$ cat src/core/udmaw_pkg.sv
package udmaw_pkg;
	localparam int CLK_PERIOD_NS = 20;
	localparam int DATA_W = 16;
	localparam int FIFO_DEPTH = 8;
	localparam int ROOM_MARGIN = 3;
	localparam logic [2:0] MODE_MAX = 3'h5;
	localparam int T_RP_NS [0:5] = '{160, 125, 100, 100, 100, 85};
	localparam int T_SS_NS = 50;
	localparam int T_MLI_NS = 20;
	localparam int T_AZ_NS = 10;
	localparam int T_SS_CYC = (T_SS_NS + CLK_PERIOD_NS - 1) / CLK_PERIOD_NS;
	localparam int T_MLI_CYC = (T_MLI_NS + CLK_PERIOD_NS - 1) / CLK_PERIOD_NS;
	localparam int T_AZ_CYC = (T_AZ_NS / CLK_PERIOD_NS < 1) ? 1 : T_AZ_NS / CLK_PERIOD_NS;
	localparam logic [15:0] CRC_INIT = 16'h4aba;
	localparam logic [15:0] CRC_POLY = 16'h1021;

	typedef struct packed {
		logic dmack_n;
		logic stop;
		logic hstrobe;
		logic [DATA_W-1:0] dd;
	} udmaw_hin_s;

	typedef struct packed {
		logic dmarq;
		logic ddmardy_n;
		logic dd_oe;
		logic [DATA_W-1:0] dd_o;
	} udmaw_dout_s;

	typedef enum logic [2:0] {
		ST_IDLE,
		ST_REQ,
		ST_ARM,
		ST_XFER,
		ST_PAUSE,
		ST_HSTOP,
		ST_WAIT_END
	} udmaw_state_e;

	function automatic logic [15:0] udmaw_crc_step(input logic [15:0] crc, input logic [15:0] word);
		logic [15:0] c;
		logic fb;
		c = crc;
		fb = 1'b0;
		for (int i = 15; i >= 0; i--)
		begin
			fb = c[15] ^ word[i];
			c = {c[14:0], 1'b0} ^ (fb ? CRC_POLY : 16'h0000);
		end
		return c;
	endfunction : udmaw_crc_step

	function automatic logic [3:0] udmaw_rp_cycles(input logic [2:0] mode);
		int ns;
		ns = T_RP_NS[(mode > MODE_MAX) ? 5 : int'(mode)];
		return 4'((ns + CLK_PERIOD_NS - 1) / CLK_PERIOD_NS);
	endfunction : udmaw_rp_cycles
endpackage : udmaw_pkg

$ cat src/core/udmaw_dev.sv
`timescale 1ns/10ps
module udmaw_dev #(
	parameter int DEPTH = udmaw_pkg::FIFO_DEPTH
) (
	input wire logic clock,
	input wire logic resetn,
	input wire udmaw_pkg::udmaw_hin_s host_in,
	output udmaw_pkg::udmaw_dout_s dev_out,
	input wire logic [2:0] mode,
	input wire logic burst_go,
	input wire logic burst_end,
	output logic rx_valid,
	input wire logic rx_ready,
	output logic [udmaw_pkg::DATA_W-1:0] rx_data,
	output logic busy,
	output logic done,
	output logic crc_err
);
	import udmaw_pkg::*;

	if (DEPTH < ROOM_MARGIN + 1)
	begin : g_depth_check
		$error("udmaw_dev: DEPTH too small for the pause margin");
	end

	// Pin synchroniser, three stages
	udmaw_hin_s sync1_r, sync2_r, sync3_r, filt_r, filt_nxt;
	logic strobe_edge, ack_on, stop_on, ack_rise;

	always_comb
	begin
		filt_nxt = filt_r;
		if (sync2_r.dmack_n == sync3_r.dmack_n)
			filt_nxt.dmack_n = sync3_r.dmack_n;
		if (sync2_r.stop == sync3_r.stop)
			filt_nxt.stop = sync3_r.stop;
		if (sync2_r.hstrobe == sync3_r.hstrobe)
			filt_nxt.hstrobe = sync3_r.hstrobe;
		filt_nxt.dd = sync3_r.dd;
		strobe_edge = (sync2_r.hstrobe == sync3_r.hstrobe) && (sync3_r.hstrobe != filt_r.hstrobe);
		ack_rise = sync2_r.dmack_n && sync3_r.dmack_n && !filt_r.dmack_n;
		ack_on = !filt_r.dmack_n;
		stop_on = filt_r.stop;
	end

	always_ff @(posedge clock or negedge resetn)
	begin
		if (!resetn)
		begin
			sync1_r <= '{dmack_n: 1'b1, default: '0};
			sync2_r <= '{dmack_n: 1'b1, default: '0};
			sync3_r <= '{dmack_n: 1'b1, default: '0};
			filt_r <= '{dmack_n: 1'b1, default: '0};
		end
		else
		begin
			sync1_r <= host_in;
			sync2_r <= sync1_r;
			sync3_r <= sync2_r;
			filt_r <= filt_nxt;
		end
	end

	// Receive buffer
	logic push;
	logic fifo_in_ready;
	logic [$clog2(DEPTH):0] fifo_level;
	logic room;

	udmaw_fifo #(
		.WIDTH(DATA_W),
		.DEPTH(DEPTH)
	) u_fifo (
		.clock(clock),
		.resetn(resetn),
		.in_valid(push),
		.in_ready(fifo_in_ready),
		.in_data(sync3_r.dd),
		.out_valid(rx_valid),
		.out_ready(rx_ready),
		.out_data(rx_data),
		.level(fifo_level)
	);

	assign room = fifo_in_ready && (fifo_level <= ($clog2(DEPTH)+1)'(DEPTH - ROOM_MARGIN));

	// Burst control
	udmaw_state_e st_r, st_nxt;
	udmaw_dout_s out_r, out_nxt;
	logic [2:0] mode_r, mode_nxt;
	logic [3:0] tmr_r, tmr_nxt;
	logic [2:0] since_r, since_nxt;
	logic [15:0] crc_r, crc_nxt;
	logic busy_r, busy_nxt, done_r, done_nxt, err_r, err_nxt;
	logic ss_ok;

	always_comb
	begin
		st_nxt = st_r;
		out_nxt = out_r;
		mode_nxt = mode_r;
		tmr_nxt = (tmr_r != 4'h0) ? tmr_r - 4'h1 : tmr_r;
		crc_nxt = crc_r;
		done_nxt = 1'b0;
		err_nxt = 1'b0;
		push = 1'b0;
		ss_ok = (since_r >= 3'(T_SS_CYC));
		since_nxt = (since_r != 3'h7) ? since_r + 3'h1 : since_r;
		// data lines never driven on writes
		out_nxt.dd_oe = 1'b0;
		out_nxt.dd_o = '0;
		if ((st_r == ST_XFER || st_r == ST_PAUSE || st_r == ST_WAIT_END) && strobe_edge && !stop_on)
		begin
			push = 1'b1;
			since_nxt = 3'h0;
			crc_nxt = udmaw_crc_step(crc_r, sync3_r.dd);
		end
		case (st_r)
			ST_IDLE:
			begin
				out_nxt.dmarq = 1'b0;
				out_nxt.ddmardy_n = 1'b1;
				if (burst_go)
				begin
					mode_nxt = (mode > MODE_MAX) ? MODE_MAX : mode;
					out_nxt.dmarq = 1'b1;
					st_nxt = ST_REQ;
				end
			end
			ST_REQ:
			begin
				if (ack_on && !stop_on)
				begin
					tmr_nxt = 4'(T_MLI_CYC);
					st_nxt = ST_ARM;
				end
			end
			ST_ARM:
			begin
				if (tmr_r == 4'h0 && room)
				begin
					out_nxt.ddmardy_n = 1'b0;
					crc_nxt = CRC_INIT;
					since_nxt = 3'h7;
					st_nxt = ST_XFER;
				end
			end
			ST_XFER:
			begin
				if (stop_on)
				begin
					tmr_nxt = 4'(T_MLI_CYC);
					st_nxt = ST_HSTOP;
				end
				else if (!room || burst_end)
				begin
					out_nxt.ddmardy_n = 1'b1;
					tmr_nxt = udmaw_rp_cycles(mode_r);
					st_nxt = ST_PAUSE;
				end
			end
			ST_PAUSE:
			begin
				if (stop_on)
				begin
					tmr_nxt = 4'(T_MLI_CYC);
					st_nxt = ST_HSTOP;
				end
				else if (burst_end && tmr_r == 4'h0 && ss_ok)
				begin
					out_nxt.dmarq = 1'b0;
					st_nxt = ST_WAIT_END;
				end
				else if (!burst_end && room)
				begin
					out_nxt.ddmardy_n = 1'b0;
					st_nxt = ST_XFER;
				end
			end
			ST_HSTOP:
			begin
				if (tmr_r == 4'h0 && ss_ok)
				begin
					out_nxt.ddmardy_n = 1'b1;
					out_nxt.dmarq = 1'b0;
					st_nxt = ST_WAIT_END;
				end
			end
			ST_WAIT_END:
			begin
				if (ack_rise)
				begin
					// CRC word sampled as acknowledge drops
					done_nxt = 1'b1;
					err_nxt = (sync3_r.dd != crc_nxt);
					out_nxt.ddmardy_n = 1'b1;
					st_nxt = ST_IDLE;
				end
			end
			default:
			begin
				st_nxt = ST_IDLE;
				out_nxt.dmarq = 1'b0;
				out_nxt.ddmardy_n = 1'b1;
			end
		endcase
		busy_nxt = (st_nxt != ST_IDLE);
	end

	always_ff @(posedge clock or negedge resetn)
	begin
		if (!resetn)
		begin
			st_r <= ST_IDLE;
			out_r <= '{ddmardy_n: 1'b1, default: '0};
			mode_r <= 3'h0;
			tmr_r <= 4'h0;
			since_r <= 3'h7;
			crc_r <= CRC_INIT;
			busy_r <= 1'b0;
			done_r <= 1'b0;
			err_r <= 1'b0;
		end
		else
		begin
			st_r <= st_nxt;
			out_r <= out_nxt;
			mode_r <= mode_nxt;
			tmr_r <= tmr_nxt;
			since_r <= since_nxt;
			crc_r <= crc_nxt;
			busy_r <= busy_nxt;
			done_r <= done_nxt;
			err_r <= err_nxt;
		end
	end

	assign dev_out = out_r;
	assign busy = busy_r;
	assign done = done_r;
	assign crc_err = err_r;
endmodule : udmaw_dev

$ cat src/core/udmaw_fifo.sv
`timescale 1ns/10ps
module udmaw_fifo #(
	parameter int WIDTH = 16,
	parameter int DEPTH = 8
) (
	input wire logic clock,
	input wire logic resetn,
	input wire logic in_valid,
	output logic in_ready,
	input wire logic [WIDTH-1:0] in_data,
	output logic out_valid,
	input wire logic out_ready,
	output logic [WIDTH-1:0] out_data,
	output logic [$clog2(DEPTH):0] level
);
	localparam int AW = $clog2(DEPTH);

	if (DEPTH < 4 || (1 << AW) != DEPTH)
	begin : g_depth_check
		$error("udmaw_fifo: DEPTH must be a power of two, at least 4");
	end

	logic [WIDTH-1:0] mem_r [0:DEPTH-1];
	logic [AW-1:0] wr_r, wr_nxt, rd_r, rd_nxt;
	logic [AW:0] cnt_r, cnt_nxt;
	logic push, pop;
	logic ready_r, ready_nxt, valid_r, valid_nxt;
	logic [WIDTH-1:0] head_r, head_nxt;

	assign in_ready = ready_r;
	assign out_valid = valid_r;
	assign out_data = head_r;
	assign level = cnt_r;

	always_comb
	begin
		push = in_valid && ready_r;
		pop = valid_r && out_ready;
		wr_nxt = push ? wr_r + 1'b1 : wr_r;
		rd_nxt = pop ? rd_r + 1'b1 : rd_r;
		cnt_nxt = cnt_r + (AW+1)'(push) - (AW+1)'(pop);
		ready_nxt = (cnt_nxt != (AW+1)'(DEPTH));
		valid_nxt = (cnt_nxt != '0);
		// Head register bypasses the array when the new head is written now
		head_nxt = (push && wr_r == rd_nxt) ? in_data : mem_r[rd_nxt];
	end

	always_ff @(posedge clock or negedge resetn)
	begin
		if (!resetn)
		begin
			wr_r <= '0;
			rd_r <= '0;
			cnt_r <= '0;
			ready_r <= 1'b1;
			valid_r <= 1'b0;
			head_r <= '0;
		end
		else
		begin
			wr_r <= wr_nxt;
			rd_r <= rd_nxt;
			cnt_r <= cnt_nxt;
			ready_r <= ready_nxt;
			valid_r <= valid_nxt;
			head_r <= head_nxt;
		end
	end

	always_ff @(posedge clock)
	begin
		if (push)
			mem_r[wr_r] <= in_data;
	end
endmodule : udmaw_fifo

$ cat config.mk
export PLATFORM = sky130hd
export DESIGN_NAME = udmaw_dev
export DESIGN_NICKNAME = d
export VERILOG_FILES = /design/src/core/udmaw_pkg.sv /design/src/core/udmaw_dev.sv /design/src/core/udmaw_fifo.sv
export SDC_FILE = /design/constraint.sdc
export NUM_CORES = 1
export LEC_CHECK = 0
export BUFFER_PORTS_ARGS = -buffer_cell sky130_fd_sc_hd__buf_2
export CAP_MARGIN = 20
export CORE_UTILIZATION = 29
export CTS_CLUSTER_DIAMETER = 80
export DETAILED_ROUTE_END_ITERATION = 8
export SLEW_MARGIN = 10
export SYNTH_ARGS = -nofsm -noshare
export SYNTH_HDL_FRONTEND = slang
export SYNTH_SLANG_ARGS = --single-unit
$ cat constraint.sdc
create_clock -name clock -period 7.35 [get_ports clock]
set_input_delay 1.1025 -clock clock [delete_from_list [all_inputs] [get_ports clock]]
set_output_delay 1.1025 -clock clock [all_outputs]
set_load 0.01 [all_outputs]
==> results_dict.tcl <==
set metrics [dict create \
    fin_crit_sh_pct 45.42 \
    grt_use_met1_pct 15.36 \
    powerDensity_nw_per_um2 441.5 \
    finalSetupViolations 0 \
    slowest_stage "nor2_1" \
    crit_path_frequent_cell "buf_4" \
    route.vias.total 5826 \
    p_clk_share_pct 24.0 \
    synth_flop_cell "edfxtp_1" \
    antenna_found_initial 0 \
    clk_latency_ns 0.53 \
    status "finished, final reports clean" \
    crit_family "simple AND/OR/NAND/NOR gates" \
    synth-seq-cells 250 \
    cts_root_buffer "clkbuf_16" \
    critPathLaunchType "flop" \
    row_count 70 \
    peakVddDrop_v 0.0002080 \
    place_inst 1239 \
    die_w_um 194.4 \
    crit_type "flop to flop" \
    grt_pass1_vias 5883 \
    cts_resized 0 \
    final_area_um2 12450 \
    mostFrequentLayoutCells "edfxtp_1 (128), dfrtp_1 (105), mux2i_1 (67)" \
    p_sw_share_pct 34.24 \
    num-nets-final 840 \
    cts_tree "done" \
    period_minus_slack_ns 3.339 \
    p_comb_share_pct 41.7 \
    clkTransAtPathRegs_ns 0.06 \
    ys_warn_count 0 \
    worst-path-max-fanout 17 \
    io_pins 66 \
    cp.required_ns 7.57 \
    core_area_um2 36520 \
    tns_ns 0 \
    numCtsBuffers 26 \
    p_switching_w 0.001882 \
    grt_start_max_net_pins 68 \
    grt_use_met3_pct 1.596 \
    routed_wl_um 21160 \
    drc 0 \
    synth.avg_cell_area_um2 14.59 \
    clock-sinks 250 \
    drive_gt1_share_pct 20.37 \
    path_cells "nand3b_1, a221oi_2, buf_4, nand2_1, or2_2, nor2_1, buf_4" \
    synth_edf_count 128 \
    overflow 0 \
    die_h_um 194.4 \
    routedWlPerCell_um 16.43 \
    crit_arrival_ns 3.56 \
    place_area_um2 11540 \
    cap_violations 0 \
    slew_violations 0 \
    gr-usage-all-layers_pct 11.34 \
    critical-path-max-stage-delay_ns 0.71 \
    clockBufferDepth 3 \
    hpwl_um 13380 \
    cts_hold_buffers 0 \
    gp_congestion 0.8265 \
    grt_pass1_wl_um 33680 \
    fmax_mhz 299.5 \
    syn_inst 736 \
    intPower_w 0.003613 \
    hold_violations 0 \
    ys_seq_area_share_pct 64.44 \
    drtIter0Drc 358 \
    dieArea_um2 37790 \
    critPathBufInv 2 \
    worstMarginPinSlew_ns 0.9087 \
    rsz0062_at_grt "no" \
    htree_num_levels 1 \
    ant_nets 0 \
    mappedNetlistArea_um2 10740 \
    port_buffers 48 \
    yosysUniqueCellTypes 66 \
    final_common_cell "edfxtp_1" \
    top_usage_layer "met2" \
    areaGrowthSynthToFinish_pct 15.93 \
    via_per_inst 4.523 \
    dr.pass1.iters 4 \
    pwr-share-seq_pct 34.3 \
    start_util_pct 29.39 \
    crit_path_end_kind "flop" \
    finClkSkew_ns 0.01068 \
    stdcell_count 1288 \
    min-delay-path-class "flop to flop" \
    p_leak_nw 4.847 \
    antennaDiodeCount 0 \
    max_slew_margin_pct 39.40 \
    post_cts_buffers 0 \
    met2_usage_pct 18.69 \
    synthArstFlopShare_pct 48.80 \
]
[path summary, 6_finish.rpt]
path,startpoint,to,slack [ns],depth (start not counted)
setup / recovery,st_r[2],u_fifo.mem_r[4][3],4.01,7
hold / removal,sync2_r[6],filt_nxt[6],0.35,0
setup reg to reg,st_r[2],u_fifo.mem_r[4][3],4.01,7
hold reg to reg,sync2_r[6],filt_nxt[6],0.35,0
max in group asynchronous,resetn,u_fifo.rd_r[0],5.53,2
min in group asynchronous,resetn,sync1_r[8],0.55,1
[through the flow]
stage                     util [%]  power, W  hold slack (ns)  setup WS [ns]
after floorplan                  -  0.003717           0.3312          4.063
after global placement       31.59  0.004178           0.3323          3.851
after detailed placement     31.59  0.004215           0.3355          3.773
after CTS                    34.00  0.005562           0.3495          3.932
after global routing         34.08  0.005861           0.3542          3.677
final                        34.08  0.005495           0.3463          4.011
[worst reg2reg max path, stage by stage (launching register included)]
cell and delay (ns):
dfrtp_1 0.55, nand3b_1 0.33, a221oi_2 0.29, buf_4 0.25, nand2_1 0.18, or2_2 0.37
nor2_1 0.71, buf_4 0.34
[power groups by stage]
stage	logic (W)	clock network (W)	registers, W
2_1_floorplan	0.00186	0	0.00186
5_1_grt	0.00253	0.00142	0.00192
3_3_place_gp	0.00227	0	0.00191
4_1_cts	0.00231	0.00136	0.00189
3_5_place_dp	0.00230	0	0.00191
6_report	0.00229	0.00132	0.00188
[state kept, by name (all words and copies together) (netlist names), 4 cells and up]
| register | cells |
|---|---|
| tmr_r | 4 |
| sync2_r | 19 |
| filt_nxt | 16 |
| crc_r | 16 |
| u_fifo.mem_r | 128 |
| u_fifo.out_data | 16 |
| u_fifo.level | 4 |
| sync1_r | 19 |
[area by class of cell]
type                            instances  area [µm²]
Fill cell                            3503       24080
Sequential cell                       250        6918
Multi-Input combinational cell        437        3603
Clock buffer                           32       734.5
Tap cell                              468       585.6
Timing Repair Buffer                   62       371.6
Clock inverter                         16       146.4
Inverter                               23       86.33
[logic make-up after synthesis]
| family | share of synthesized area, % |
|---|---|
| flops | 64.44 |
| simple gates | 6.119 |
| buf+inv | 2.984 |
| compound gates | 5.490 |
| fa+ha+maj | 1.772 |
| other cells | 0.03493 |
| mux | 10.36 |
| xor+xnor | 8.799 |
[cells in the mapped netlist, types with 5 or more instances]
cell type / count / share of area, %
o21ai_0: 35 / 1.6
a21oi_1: 14 / 0.65
mux2_2: 6 / 0.63
xnor2_2: 6 / 0.91
xnor2_1: 54 / 4.4
dfrtp_1: 105 / 24
mux4_2: 16 / 3.4
inv_1: 22 / 0.77
mux2i_1: 67 / 6.2
or3_1: 9 / 0.52
nor2_1: 30 / 1.0
dfstp_2: 17 / 4.2
buf_4: 17 / 1.2
nand2b_1: 10 / 0.58
nor2b_1: 5 / 0.29
clkbuf_1: 12 / 0.42
ha_1: 12 / 1.4
buf_2: 10 / 0.47
nand2_1: 47 / 1.6
xor2_1: 17 / 1.4
o211ai_1: 6 / 0.42
nor3_1: 12 / 0.56
edfxtp_1: 128 / 36
nand3_1: 7 / 0.33
[per-layer routing]
metal / part of all wire, % / vias up / routed length, µm
met4: 2.5 / 0 / 538
li1: - / 2765 / -
met2: 48 / 100 / 10150
met5: 0 / - / 0
met1: 46 / 2924 / 9631
met3: 4.0 / 37 / 845
Note: power is estimated with default switching activity, not from simulation.
